<file path="config.mk">
export PLATFORM = sky130hd
export DESIGN_NAME = gsio_router
export DESIGN_NICKNAME = d
export VERILOG_FILES = /design/src/gsio_pkg.sv /design/src/gsio_router.sv /design/src/gsio_sync.sv
export SDC_FILE = /design/constraint.sdc
export NUM_CORES = 2
export LEC_CHECK = 0
export BUFFER_PORTS_ARGS = -buffer_cell sky130_fd_sc_hd__buf_4
export CELL_PAD_IN_SITES_DETAIL_PLACEMENT = 0
export CELL_PAD_IN_SITES_GLOBAL_PLACEMENT = 1
export CORE_MARGIN = 1.5
export CORE_UTILIZATION = 40
export CTS_CLUSTER_SIZE = 40
export DETAILED_ROUTE_END_ITERATION = 8
export PLACE_DENSITY = 0.8
export RECOVER_POWER = 100
export SLEW_MARGIN = 20
export SYNTH_ARGS = -nofsm -noshare
export SYNTH_HDL_FRONTEND = slang
export SYNTH_SLANG_ARGS = --single-unit
</file>
<file path="constraint.sdc">
create_clock -name MCLK_I -period 14.35 [get_ports MCLK_I]
set_input_delay 1.435 -clock MCLK_I [delete_from_list [all_inputs] [get_ports MCLK_I]]
set_output_delay 1.435 -clock MCLK_I [all_outputs]
set_load 0.1 [all_outputs]
</file>
<file path="src/gsio_pkg.sv">
package gsio_pkg;
	// sizes of the routing fabric
	localparam int NUM_GSIG = 16; // general signals 0..15
	localparam int NUM_DIN = 8; // direct input terminals
	localparam int NUM_DOUT = 8; // direct output terminals
	localparam int NUM_RIN = 16; // remote input bits from the master
	localparam int NUM_ROUT = 16; // remote output bits to the master
	localparam int SEL_W = 4; // width of one function-selection field
	localparam int ADDR_W = 8; // register bus address width
	localparam int SYNC_STAGES = 2; // flip-flops ahead of pin logic

	// register byte offsets
	localparam logic [ADDR_W-1:0] ADDR_DIN_SEL = 8'h00; // direct input function, 4 bits each
	localparam logic [ADDR_W-1:0] ADDR_DIN_CFG = 8'h04; // [7:0] assign enable, [15:8] invert
	localparam logic [ADDR_W-1:0] ADDR_DOUT_SEL = 8'h08; // direct output function, 4 bits each
	localparam logic [ADDR_W-1:0] ADDR_DOUT_INV = 8'h0C; // [7:0] output invert
	localparam logic [ADDR_W-1:0] ADDR_RIN_SEL_LO = 8'h10; // remote input bits 0..7
	localparam logic [ADDR_W-1:0] ADDR_RIN_SEL_HI = 8'h14; // remote input bits 8..15
	localparam logic [ADDR_W-1:0] ADDR_RIN_EN = 8'h18; // [15:0] remote input assign enable
	localparam logic [ADDR_W-1:0] ADDR_ROUT_SEL_LO = 8'h1C; // remote output bits 0..7
	localparam logic [ADDR_W-1:0] ADDR_ROUT_SEL_HI = 8'h20; // remote output bits 8..15
	localparam logic [ADDR_W-1:0] ADDR_EVT_CFG = 8'h24; // [3:0] event source, [8] enable
	localparam logic [ADDR_W-1:0] ADDR_IRQ_STAT = 8'h28; // [0] event seen, cleared by read
	localparam logic [ADDR_W-1:0] ADDR_IRQ_MASK = 8'h2C; // [0] event interrupt enable
	localparam logic [ADDR_W-1:0] ADDR_STATE = 8'h30; // [15:0] general signals, [23:16] inputs

	// field positions
	localparam int DIN_INV_LSB = 8; // invert field in direct input config
	localparam int EVT_EN_BIT = 8; // enable bit in event config
	localparam int STATE_DIN_LSB = 16; // direct input field in state word

	// reset values: terminal k defaults to general signal k
	localparam logic [31:0] DIN_SEL_RST = 32'h76543210;
	localparam logic [7:0] DIN_EN_RST = 8'h00;
	localparam logic [7:0] DIN_INV_RST = 8'h00;
	localparam logic [31:0] DOUT_SEL_RST = 32'h76543210;
	localparam logic [7:0] DOUT_INV_RST = 8'h00;
	localparam logic [63:0] RIN_SEL_RST = 64'hFEDCBA98_76543210;
	localparam logic [15:0] RIN_EN_RST = 16'hFFFF;
	localparam logic [63:0] ROUT_SEL_RST = 64'hFEDCBA98_76543210;
	localparam logic [3:0] EVT_SRC_RST = 4'h2;
	localparam logic EVT_EN_RST = 1'b0;
	localparam logic IRQ_MASK_RST = 1'b0;

	// bus answers
	localparam logic [1:0] RESP_OKAY = 2'h0;
	localparam logic [1:0] RESP_SLVERR = 2'h2;
endpackage

</file>
<file path="src/gsio_router.sv">
`timescale 1ns/100ps
`default_nettype none
module gsio_router (
	input wire logic MCLK_I,
	input wire logic RESET_I,
	// pins and remote link
	input wire logic [gsio_pkg::NUM_DIN-1:0] DIN_I,
	output logic [gsio_pkg::NUM_DOUT-1:0] DOUT_O,
	input wire logic [gsio_pkg::NUM_RIN-1:0] RIN_I,
	output logic [gsio_pkg::NUM_ROUT-1:0] ROUT_O,
	output logic EVENT_O,
	output logic IRQ_O,
	// register bus
	input wire logic [gsio_pkg::ADDR_W-1:0] AWADDR_I,
	input wire logic AWVALID_I,
	output logic AWREADY_O,
	input wire logic [31:0] WDATA_I,
	input wire logic [3:0] WSTRB_I,
	input wire logic WVALID_I,
	output logic WREADY_O,
	output logic [1:0] BRESP_O,
	output logic BVALID_O,
	input wire logic BREADY_I,
	input wire logic [gsio_pkg::ADDR_W-1:0] ARADDR_I,
	input wire logic ARVALID_I,
	output logic ARREADY_O,
	output logic [31:0] RDATA_O,
	output logic [1:0] RRESP_O,
	output logic RVALID_O,
	input wire logic RREADY_I
);
	import gsio_pkg::*;

	// field of a packed selection word
	function automatic logic [SEL_W-1:0] sel_of(input logic [63:0] word, input int k);
		sel_of = word[k*SEL_W +: SEL_W];
	endfunction

	// byte-lane merge of a write
	function automatic logic [31:0] merge(input logic [31:0] old, input logic [31:0] data, input logic [3:0] strb);
		merge = old;
		for (int b = 0; b < 4; b++) begin
			if (strb[b]) begin
				merge[b*8 +: 8] = data[b*8 +: 8];
			end
		end
	endfunction

	// configuration registers
	logic [31:0] din_sel_q; // direct input functions
	logic [7:0] din_en_q; // direct input assigned
	logic [7:0] din_inv_q; // direct input invert
	logic [31:0] dout_sel_q; // direct output functions
	logic [7:0] dout_inv_q; // direct output invert
	logic [63:0] rin_sel_q; // remote input functions
	logic [15:0] rin_en_q; // remote input assigned
	logic [63:0] rout_sel_q; // remote output functions
	logic [3:0] evt_src_q; // event trigger source
	logic evt_en_q; // event trigger enable
	logic irq_stat_q; // sticky event status
	logic irq_mask_q; // event interrupt mask

	// routing state
	logic [NUM_DIN-1:0] din_s; // synchronised direct inputs
	logic [NUM_GSIG-1:0] gsig_d; // general signals next
	logic [NUM_GSIG-1:0] gsig_q; // general signals
	logic [NUM_GSIG-1:0] gsig_prev_q; // general signals one cycle back
	logic [NUM_DOUT-1:0] dout_d; // direct outputs next
	logic [NUM_ROUT-1:0] rout_d; // remote outputs next
	logic evt_rise; // source rose this cycle

	// bus state
	logic aw_full_q; // write address held
	logic w_full_q; // write data held
	logic [ADDR_W-1:0] aw_addr_q; // held write address
	logic [31:0] w_data_q; // held write data
	logic [3:0] w_strb_q; // held byte enables
	logic wr_go; // perform the write now
	logic wr_hit; // write address is mapped
	logic rd_go; // read taken this cycle
	logic [31:0] rd_word; // read mux output
	logic rd_hit; // read address is mapped
	logic stat_clr; // status read taken

	// pin inputs pass two flops first
	gsio_sync #(
		.W(NUM_DIN)
	) u_din_sync (
		.MCLK_I(MCLK_I),
		.RESET_I(RESET_I),
		.ASYNC_I(DIN_I),
		.SYNC_O(din_s)
	);

	// gather every assigned source into the general signals
	always_comb begin
		gsig_d = '0;
		for (int k = 0; k < NUM_DIN; k++) begin
			if (din_en_q[k]) begin
				gsig_d[sel_of({32'h0, din_sel_q}, k)] |= din_s[k] ^ din_inv_q[k];
			end
		end
		for (int k = 0; k < NUM_RIN; k++) begin
			if (rin_en_q[k]) begin
				gsig_d[sel_of(rin_sel_q, k)] |= RIN_I[k];
			end
		end
	end

	// drive terminals and remote bits from the general signals
	always_comb begin
		for (int k = 0; k < NUM_DOUT; k++) begin
			dout_d[k] = gsig_q[sel_of({32'h0, dout_sel_q}, k)] ^ dout_inv_q[k];
		end
		for (int k = 0; k < NUM_ROUT; k++) begin
			rout_d[k] = gsig_q[sel_of(rout_sel_q, k)];
		end
	end

	// registered routing stage
	always_ff @(posedge MCLK_I) begin
		if (RESET_I) begin
			gsig_q <= '0;
			gsig_prev_q <= '0;
			DOUT_O <= '0;
			ROUT_O <= '0;
		end else begin
			gsig_q <= gsig_d;
			gsig_prev_q <= gsig_q;
			DOUT_O <= dout_d;
			ROUT_O <= rout_d;
		end
	end

	// operation-data event on rising source
	assign evt_rise = evt_en_q && gsig_q[evt_src_q] && !gsig_prev_q[evt_src_q];

	// event pulse
	always_ff @(posedge MCLK_I) begin
		if (RESET_I) begin
			EVENT_O <= 1'b0;
		end else begin
			EVENT_O <= evt_rise;
		end
	end

	// sticky status, set wins over read clear
	always_ff @(posedge MCLK_I) begin
		if (RESET_I) begin
			irq_stat_q <= 1'b0;
			IRQ_O <= 1'b0;
		end else begin
			irq_stat_q <= evt_rise | (irq_stat_q & !stat_clr);
			IRQ_O <= (evt_rise | (irq_stat_q & !stat_clr)) & irq_mask_q;
		end
	end

	// write channel capture and response
	assign wr_go = aw_full_q && w_full_q && !BVALID_O;
	always_ff @(posedge MCLK_I) begin
		if (RESET_I) begin
			aw_full_q <= 1'b0;
			w_full_q <= 1'b0;
			AWREADY_O <= 1'b1;
			WREADY_O <= 1'b1;
			BVALID_O <= 1'b0;
			BRESP_O <= RESP_OKAY;
			aw_addr_q <= '0;
			w_data_q <= '0;
			w_strb_q <= '0;
		end else begin
			// address taken
			if (AWVALID_I && AWREADY_O) begin
				aw_full_q <= 1'b1;
				AWREADY_O <= 1'b0;
				aw_addr_q <= AWADDR_I;
			end
			// data taken
			if (WVALID_I && WREADY_O) begin
				w_full_q <= 1'b1;
				WREADY_O <= 1'b0;
				w_data_q <= WDATA_I;
				w_strb_q <= WSTRB_I;
			end
			// both held: answer
			if (wr_go) begin
				BVALID_O <= 1'b1;
				BRESP_O <= wr_hit ? RESP_OKAY : RESP_SLVERR;
			end
			// answer accepted: reopen
			if (BVALID_O && BREADY_I) begin
				BVALID_O <= 1'b0;
				aw_full_q <= 1'b0;
				w_full_q <= 1'b0;
				AWREADY_O <= 1'b1;
				WREADY_O <= 1'b1;
			end
		end
	end

	// write decode into configuration
	always_comb begin
		case ({aw_addr_q[ADDR_W-1:2], 2'b00})
			ADDR_DIN_SEL, ADDR_DIN_CFG, ADDR_DOUT_SEL, ADDR_DOUT_INV, ADDR_RIN_SEL_LO, ADDR_RIN_SEL_HI,
			ADDR_RIN_EN, ADDR_ROUT_SEL_LO, ADDR_ROUT_SEL_HI, ADDR_EVT_CFG, ADDR_IRQ_STAT, ADDR_IRQ_MASK,
			ADDR_STATE: wr_hit = 1'b1;
			default: wr_hit = 1'b0;
		endcase
	end

	// configuration registers
	always_ff @(posedge MCLK_I) begin
		if (RESET_I) begin
			din_sel_q <= DIN_SEL_RST;
			din_en_q <= DIN_EN_RST;
			din_inv_q <= DIN_INV_RST;
			dout_sel_q <= DOUT_SEL_RST;
			dout_inv_q <= DOUT_INV_RST;
			rin_sel_q <= RIN_SEL_RST;
			rin_en_q <= RIN_EN_RST;
			rout_sel_q <= ROUT_SEL_RST;
			evt_src_q <= EVT_SRC_RST;
			evt_en_q <= EVT_EN_RST;
			irq_mask_q <= IRQ_MASK_RST;
		end else if (wr_go) begin
			case ({aw_addr_q[ADDR_W-1:2], 2'b00})
				ADDR_DIN_SEL: din_sel_q <= merge(din_sel_q, w_data_q, w_strb_q);
				ADDR_DIN_CFG: begin
					din_en_q <= w_strb_q[0] ? w_data_q[7:0] : din_en_q;
					din_inv_q <= w_strb_q[1] ? w_data_q[DIN_INV_LSB +: 8] : din_inv_q;
				end
				ADDR_DOUT_SEL: dout_sel_q <= merge(dout_sel_q, w_data_q, w_strb_q);
				ADDR_DOUT_INV: dout_inv_q <= w_strb_q[0] ? w_data_q[7:0] : dout_inv_q;
				ADDR_RIN_SEL_LO: rin_sel_q[31:0] <= merge(rin_sel_q[31:0], w_data_q, w_strb_q);
				ADDR_RIN_SEL_HI: rin_sel_q[63:32] <= merge(rin_sel_q[63:32], w_data_q, w_strb_q);
				ADDR_RIN_EN: begin
					rin_en_q[7:0] <= w_strb_q[0] ? w_data_q[7:0] : rin_en_q[7:0];
					rin_en_q[15:8] <= w_strb_q[1] ? w_data_q[15:8] : rin_en_q[15:8];
				end
				ADDR_ROUT_SEL_LO: rout_sel_q[31:0] <= merge(rout_sel_q[31:0], w_data_q, w_strb_q);
				ADDR_ROUT_SEL_HI: rout_sel_q[63:32] <= merge(rout_sel_q[63:32], w_data_q, w_strb_q);
				ADDR_EVT_CFG: begin
					evt_src_q <= w_strb_q[0] ? w_data_q[3:0] : evt_src_q;
					evt_en_q <= w_strb_q[1] ? w_data_q[EVT_EN_BIT] : evt_en_q;
				end
				ADDR_IRQ_MASK: irq_mask_q <= w_strb_q[0] ? w_data_q[0] : irq_mask_q;
				// status and state are read-only
				default: begin
				end
			endcase
		end
	end

	// read mux
	always_comb begin
		rd_word = 32'h0;
		rd_hit = 1'b1;
		case ({ARADDR_I[ADDR_W-1:2], 2'b00})
			ADDR_DIN_SEL: rd_word = din_sel_q;
			ADDR_DIN_CFG: rd_word = {16'h0, din_inv_q, din_en_q};
			ADDR_DOUT_SEL: rd_word = dout_sel_q;
			ADDR_DOUT_INV: rd_word = {24'h0, dout_inv_q};
			ADDR_RIN_SEL_LO: rd_word = rin_sel_q[31:0];
			ADDR_RIN_SEL_HI: rd_word = rin_sel_q[63:32];
			ADDR_RIN_EN: rd_word = {16'h0, rin_en_q};
			ADDR_ROUT_SEL_LO: rd_word = rout_sel_q[31:0];
			ADDR_ROUT_SEL_HI: rd_word = rout_sel_q[63:32];
			ADDR_EVT_CFG: rd_word = {23'h0, evt_en_q, 4'h0, evt_src_q};
			ADDR_IRQ_STAT: rd_word = {31'h0, irq_stat_q};
			ADDR_IRQ_MASK: rd_word = {31'h0, irq_mask_q};
			ADDR_STATE: rd_word = {8'h0, din_s, gsig_q};
			default: rd_hit = 1'b0;
		endcase
	end

	// read channel
	assign rd_go = ARVALID_I && ARREADY_O;
	assign stat_clr = rd_go && ({ARADDR_I[ADDR_W-1:2], 2'b00} == ADDR_IRQ_STAT);
	always_ff @(posedge MCLK_I) begin
		if (RESET_I) begin
			ARREADY_O <= 1'b1;
			RVALID_O <= 1'b0;
			RDATA_O <= 32'h0;
			RRESP_O <= RESP_OKAY;
		end else begin
			// address taken: answer on the same edge
			if (rd_go) begin
				ARREADY_O <= 1'b0;
				RVALID_O <= 1'b1;
				RDATA_O <= rd_word;
				RRESP_O <= rd_hit ? RESP_OKAY : RESP_SLVERR;
			end
			// data accepted: reopen
			if (RVALID_O && RREADY_I) begin
				RVALID_O <= 1'b0;
				ARREADY_O <= 1'b1;
			end
		end
	end

	// remote bit 0 on signal 0 reaches direct output 0 in two edges
	AST_RIN_TO_DOUT: assert property (@(posedge MCLK_I) disable iff (RESET_I)
		(RIN_I[0] && rin_en_q[0] && rin_sel_q[3:0] == 4'h0 && dout_sel_q[3:0] == 4'h0 && !dout_inv_q[0]
		&& !wr_go) |=> ##1 DOUT_O[0])
		else $error("direct output 0 did not follow remote input bit 0");

	// inverted output goes low for an active signal
	AST_DOUT_INV: assert property (@(posedge MCLK_I) disable iff (RESET_I)
		(RIN_I[0] && rin_en_q[0] && rin_sel_q[3:0] == 4'h0 && dout_sel_q[3:0] == 4'h0 && dout_inv_q[0]
		&& !wr_go) |=> ##1 !DOUT_O[0])
		else $error("inverted direct output 0 not low");

	// direct input 1 on signal 1 reported in remote output 1
	AST_DIN_TO_ROUT: assert property (@(posedge MCLK_I) disable iff (RESET_I)
		(DIN_I[1] && din_en_q[1] && din_sel_q[7:4] == 4'h1 && !din_inv_q[1] && rout_sel_q[7:4] == 4'h1
		&& !wr_go) [*4] |=> ROUT_O[1])
		else $error("remote output 1 did not follow direct input 1");

	// inverted input reports its low level as 1
	AST_DIN_INV: assert property (@(posedge MCLK_I) disable iff (RESET_I)
		(!DIN_I[1] && din_en_q[1] && din_sel_q[7:4] == 4'h1 && din_inv_q[1] && rout_sel_q[7:4] == 4'h1
		&& !wr_go) [*4] |=> ROUT_O[1])
		else $error("inverted direct input 1 not reported as 1");

	// rising source gives one event pulse next edge
	AST_EVENT: assert property (@(posedge MCLK_I) disable iff (RESET_I)
		(evt_en_q && $rose(gsig_q[2]) && evt_src_q == 4'h2) |=> (EVENT_O ##1 !EVENT_O || $rose(gsig_q[2])))
		else $error("event pulse missing for rising source");

	// outputs leave reset cleared
	AST_RESET_CLEAR: assert property (@(posedge MCLK_I) disable iff (RESET_I)
		$fell(RESET_I) |-> (DOUT_O == '0 && ROUT_O == '0 && !EVENT_O && !IRQ_O))
		else $error("outputs not cleared after reset");

	// unmasked event raises the interrupt
	AST_IRQ: assert property (@(posedge MCLK_I) disable iff (RESET_I)
		(EVENT_O && irq_mask_q) |-> IRQ_O ##1 (IRQ_O || !irq_mask_q || $past(stat_clr)))
		else $error("interrupt did not follow unmasked event");

	// write answer holds until taken
	AST_BVALID_HOLD: assert property (@(posedge MCLK_I) disable iff (RESET_I)
		(BVALID_O && !BREADY_I) |=> (BVALID_O && $stable(BRESP_O)))
		else $error("write response dropped before ready");
endmodule
`default_nettype wire

</file>
<file path="src/gsio_sync.sv">
`timescale 1ns/100ps
`default_nettype none
// two-stage synchroniser for asynchronous pin levels
module gsio_sync #(
	parameter int W = 8
) (
	input wire logic MCLK_I,
	input wire logic RESET_I,
	input wire logic [W-1:0] ASYNC_I,
	output logic [W-1:0] SYNC_O
);
	logic [W-1:0] meta_q; // first stage, read only by second stage

	// capture then re-time
	always_ff @(posedge MCLK_I) begin
		if (RESET_I) begin
			meta_q <= '0;
			SYNC_O <= '0;
		end else begin
			meta_q <= ASYNC_I;
			SYNC_O <= meta_q;
		end
	end
endmodule
`default_nettype wire

</file>
## Word-level counts from Yosys, hierarchy flattened

Memories as Yosys holds them, arrays and structs flattened. A register that Yosys moved wholly into a read port is not among the register bits.
Index checks and enable logic that the tools add are counted.

| storage, ports and cells | value |
|---|---|
| logic and storage cells | 473 |
| bits in writable memories | 0 |
| input port bits | 83 |
| bits in latches | 0 |
| bits in read-only memories | 80 |
| output and inout port bits | 67 |
| memories kept | 2 |
| register bits after elaboration | 400 |

Memory list:

| memory | words | width | read ports | clocked after Yosys merged registers in | write ports | line | source |
|---|---|---|---|---|---|---|---|
| (no name shown) | 64 | 1 | 1 | 1 | 0 | gsio_router.sv:203 | `case ({aw_addr_q[ADDR_W-1:2], 2'b00})` |
| (no name shown) | 16 | 1 | 1 | 1 | 0 | gsio_router.sv:100 | `gsig_d[sel_of({32'h0, din_sel_q}, k)] \|= din_s[k] ^ din_inv_q[k];` |

| operators by class | value |
|---|---|
| eq/ne operators | 22 |
| add/sub/neg operators | 0 |
| bitwise operators | 44 |
| multiply operators | 0 |
| reduce and logical (&&, ||, !) cells | 75 |
| magnitude comparators | 73 |
| mux-type cells | 203 |
| shifts and indexed selects | 0 |
| div/mod/pow operators | 0 |

Operator list:

| cell | count |
|---|---|
| $pmux 32 s13 | 1 |
| $mux 16 | 24 |
| $bwmux 16 | 23 |
| $lt 4x5->1 const B | 49 |
| $bmux 1 s4 | 49 |
| $demux 1 s4 | 24 |
| $ge 4x1->1 const B | 24 |
| $reduce_and 3->1 | 32 |
| $mux 1 | 76 |
| $eq 6x3->1 const B | 8 |
| $eq 6x4->1 const B | 8 |
| $logic_and 1x1->1 | 34 |
| $or 1x1->1 | 25 |
| $eq 6x2->1 const B | 4 |
| $and 16x16->16 | 1 |
| $xor 1x1->1 | 16 |
| $reduce_or 13->1 | 1 |
| $eq 6x1->1 const B | 2 |
| $logic_not 6->1 | 2 |
| $mux 6 | 2 |
| $mux 4 | 2 |
| $mux 2 | 2 |
| $reduce_or 2->1 | 2 |
| $logic_not 1->1 | 3 |
| 2 further kinds | 3 |

## Longest topological paths before layout

| depth | value |
|---|---|
| depth after elaboration | 121 |
| depth in mapped cells | 41 |
| mapped depth without buffers | 37 |

## Cells and area by module

Synthesis repeated with hierarchy kept, for this count alone.

| unflattened totals | value |
|---|---|
| cells, all modules | 4,017 |
| area, all modules | 30,292.8 um^2 |

By module, submodules not included:

| module | seq. area each (um^2) | times used | area an instance (um^2) | cells each |
|---|---|---|---|---|
| gsio_router | 7,627.3 | 1 | 29,828.6 | 3,984 |
| gsio_sync | 320.3 | 1 | 464.2 | 33 |

## Worst setup path after synthesis

No wires, ideal clock.

| timing | value |
|---|---|
| path kind | flip-flop to flip-flop |
| start point | reg din_sel_q[7] |
| end point | reg gsig_q[8] |
| arrival time | 9.675 ns |
| setup slack | 4.534 ns |
| clock period less this slack | 9.816 ns |
| buffers on the path | 1 |
| stages on the path, launching flop included | 39 |
| cell sequence | dfxtp_1 buf_4 nand3b_1 o211ai_1 a2111oi_2 a211oi_4 nand2_2 o211a_1 o31a_1 a21oi_2 a41oi_1 a211oi_4 a31oi_4 nor4_2 o32ai_1 a311oi_2 o32ai_1 a221oi_4 [... 3 more ...] o311ai_1 and3b_2 a21oi_2 nor3_4 o31ai_1 mux2_1 a211o_1 mux4_2 a211oi_2 or4b_1 or3_1 a31oi_2 nor3_2 a221oi_2 a22oi_1 a311o_1 a211oi_2 a311oi_1 |

| between the ends | value |
|---|---|
| cells in the longest elaborated chain, start to end | 116 |
| elaborated cells between the ends (all ways) | 120 |
| classes of those cells | order compare: 2; mux: 94; bitwise: 23; reduce/logical: 1 |

Ends and longest elaborated chain:

| item | line | source |
|---|---|---|
| start: declaration | gsio_router.sv:50 | `logic [31:0] din_sel_q;` |
| start signal: assignment | gsio_router.sv:227 | `ADDR_DIN_SEL: din_sel_q <= merge(din_sel_q, w_data_q, w_strb_q);` |
| $lt 4x5->1 (implied by the code) / $ge 4x1->1 (equally long branches) | gsio_router.sv:100 |  |
| $logic_and 1x1->1 (implied by the code) | gsio_router.sv:100 |  |
| $mux 1 (implied by the code) | gsio_router.sv:100 |  |
| $demux 1 s4 | gsio_router.sv:100 |  |
| $bwmux 16 (*) | gsio_router.sv:100 |  |
| $mux 16 (*) | gsio_router.sv:99 | `if (din_en_q[k]) begin` |
| $bmux 1 s4 | gsio_router.sv:100 |  |
| $mux 1 (implied by the code) | gsio_router.sv:100 |  |
| [... 100 more ...] | - |  |
| $or 1x1->1 | gsio_router.sv:105 | `gsig_d[sel_of(rin_sel_q, k)] \|= RIN_I[k];` |
| $bwmux 16 | gsio_router.sv:105 |  |
| $mux 16 (*) | gsio_router.sv:104 | `if (rin_en_q[k]) begin` |
| $bmux 1 s4 | gsio_router.sv:105 |  |
| $mux 1 (implied by the code) | gsio_router.sv:105 |  |
| $or 1x1->1 | gsio_router.sv:105 |  |
| $bwmux 16 | gsio_router.sv:105 |  |
| $mux 16 (*) | gsio_router.sv:104 |  |
| end signal: assignment | gsio_router.sv:128 | `gsig_q <= gsig_d;` |
| end: declaration | gsio_router.sv:66 | `logic [NUM_GSIG-1:0] gsig_q;` |

Mark *: on every way between the ends. The rest lies on a longest branch, timed or not. The select of a mux whose other input is x is not followed.
A chain may end at the register's enable or synchronous reset.

## Worst setup path in the final report

| timing | value |
|---|---|
| start point | reg din_sel_q[5] |
| end point | reg gsig_q[1] |

The elaborated chain is that of the path after synthesis.

==> results.yml <==
outcome:
  run_status: "finished with violations"
  violations: "max-capacitance violations, max-slew violations"
power_and_ir_drop:
  peakVddDrop_v: 0.00008119
  power_density_nw_per_um2: 80.92
  p_leak_nw: 11.34
  total_power_mw: 2.648
clock_tree:
  clkTransAtPathRegs_ns: 0.07
  cts_buffers: 42
  ctsResizeCount: 0
  post_cts_buffers: 0
  insertion_delay_ns: 0.61
  cts_hold_buffers: 0
  clk_path_buf_depth: 3
  cts_tree: "built"
  cts-root-buf: "clkbuf_16"
  h-tree-depth: 2
  cts.sink_count: 397
worst_setup_path:
  required_ns: 14.62
  critPathMaxFanout: 12
  crit_path_start_kind: "flop"
  critPathCaptureType: "flop"
  max_stage_delay_ns: 0.78
  cp.arrival_ns: 13.97
  worstSetupPathType: "reg -> reg"
  ff2ff_path_depth: 36
  cpMaxStageDelayCell: "a311oi_1"
global_routing:
  antenna_found_initial: 2
  grt_pass1_vias: 30290
  overflow: 0
  grt.total_usage_pct: 32.51
  grt_pass1_wl_mm: 193.7
  grt_max_degree: 140
finish:
  nets: 4019
  nFillCells: 7564
  synthToLayoutAreaGrowth_pct: 8.932
  drive_gt1_share_pct: 9.960
timing:
  fin_setup_tns_ns: 0
  whs_ns: 0.4233
  fin_crit_sh_pct: 95.45
  worst_pin_slew_ns: 6.526
  maxSlewViolCount: 400
  finalClockSkew_ns: 0.04036
  fmax_mhz: 73.01
  hold_violations: 0
  relSlewSlack_pct: -335.0
  rsz0062_at_grt: "false"
  finalSetupViolCount: 0
  min_period_ns: 13.70
synthesis:
  ys_seq_area_share_pct: 26.45
  synth-edff-count: 0
  synth_area_um2: 30050
  synth_top_area_cell: "dfxtp_1"
  synth_ff_type: "dfxtp_1"
  ys_warn_count: 0
  postSynthCellCount: 4020
  async_reset_ff_share_pct: 0
  ys_types: 108
  ys_seq_elements: 397
  avgSynthCellArea_um2: 7.474
  synthTopCellsByArea: "dfxtp_1 26%, mux4_2 9.7%, nand2_1 8.4%, nor2_1 5.1%, nand3_1 4.9%"
  synth_top_area_share_pct: 26.45
place:
  hpwl_mm: 95.81
  port_buffers: 143
  gp_congestion: 1.026
floorplanning:
  dieArea_um2: 76770
  die_w_um: 277.1
  start_util_pct: 40.36
  fp-row-count: 100
  coreArea_um2: 74450
  die_y_um: 277.1
  ioPinCount: 150
drt:
  routed_via_density: 6.728
  drc_errors: 0
  firstDrtPassIters: 8
  ant_nets: 0
  wire_per_inst_um: 26.54
  drt_wl_total_mm: 131.0
  via_count: 33220
  first_iter_violations: 5238
flow_run:
  cap_viol_max_count: 5
min_path:
  min_path_cells: 1
  hold_path_class: "reg -> reg"
## area by class of cell
class	instances	area, um^2	share of cell area [%]
inverter	50	188.9	0.5772
multi-input combinational	3258	20710	63.27
tap	969	1212	3.704
timing repair buffer	187	1145	3.498
clock inverter	18	307.8	0.9404
antenna	2	5.005	0.01529
clock buffer	56	1215	3.712
sequential	397	7948	24.28
## registers in the layout, indices dropped and copies added (netlist names), 6 cells and up, named ones only
register / count
din_sel_q: 32
rin_sel_q: 64
gsig_prev_q: 16
RDATA_O: 32
dout_sel_q: 32
u_din_sync.meta_q: 8
rin_en_q: 16
dout_inv_q: 8
aw_addr_q: 6
ROUT_O: 16
u_din_sync.SYNC_O: 8
rout_sel_q: 64
din_en_q: 8
din_inv_q: 8
gsig_q: 16
w_data_q: 32
DOUT_O: 8
## cells in the mapped netlist, types with 69 or more instances
cell	n
and2_1	69
nand3_1	292
o21ai_0	136
dfxtp_1	397
nor2b_1	90
a22oi_1	71
clkbuf_1	270
mux2i_1	97
nand2b_1	70
a21oi_1	276
nor2_1	411
nor3_1	99
nand2_1	675
mux4_2	129
a31oi_1	76
## worst paths after layout
check / start / to / slack, ns
hold reg to reg: flop / BRESP_O[1] / 0.42
setup reg to reg: din_sel_q[5] / gsig_q[1] / 0.65
setup / recovery: din_sel_q[5] / gsig_q[1] / 0.65
hold / removal: flop / BRESP_O[1] / 0.42
## report_power, final
part | internal, mW | total (mW) | switching [mW] | leakage, nW
Clock | 0.711 | 1.21 | 0.503 | 0.738
Combinational | 0.0861 | 0.271 | 0.185 | 7.38
Sequential | 1.12 | 1.16 | 0.0427 | 3.22
Total | 1.92 | 2.65 | 0.731 | 11.3
## stage by stage
stage,util (%),instance area (um^2),cells,setup WS [ns]
global route,43.96,32730,4935,0.1869
CTS,44.32,33000,4935,1.562
finish,43.96,32730,4937,0.6525
global placement,42.28,31470,4861,1.725
floorplan,-,30050,4021,4.534
detailed placement,42.28,31470,4861,1.607
## worst max-delay path: cells and delay by family, from the launching register on
family / cells / cell delay, ns
simple gates: 11 / 4.39
flops: 1 / 0.66
mux: 2 / 0.85
compound gates: 23 / 7.46
## metal layers
metal | vias to the layer above | share of wire [%] | GRT usage [%]
met1 | 15790 | 39 | 43.80
met2 | 2256 | 42 | 48.25
met5 | - | 0 | 0
met3 | 384 | 13 | 8.808
li1 | 14790 | - | -
met4 | 0 | 5.3 | 14.85
## cell usage in the layout (no fill, tap or decap), drive strengths merged, types with 75 or more instances in the layout
master  synthesis  layout
a21oi         278     278
a31oi          78      78
and2           75      75
buf            45     118
clkbuf        271     125
dfxtp         397     397
mux2i          97      97
mux4          129     129
nand2         676     676
nand3         292     292
nor2          412     412
nor2b          90      90
nor3          102     102
o21ai         145     145
## cells by family (layout without fill, tap and decap cells)
logic type	Yosys count	in the layout	synth area share (%)
AO/OA/AOI/OAI	1043	1043	24.19
other	1	4	0.01248
flip-flops	397	397	26.45
buffers and inverters	366	311	4.706
multiplexers	234	234	13.20
AND/OR/NAND/NOR	1945	1945	30.45
XOR/XNOR	34	34	0.9911
(Power assumes the default switching activity.)
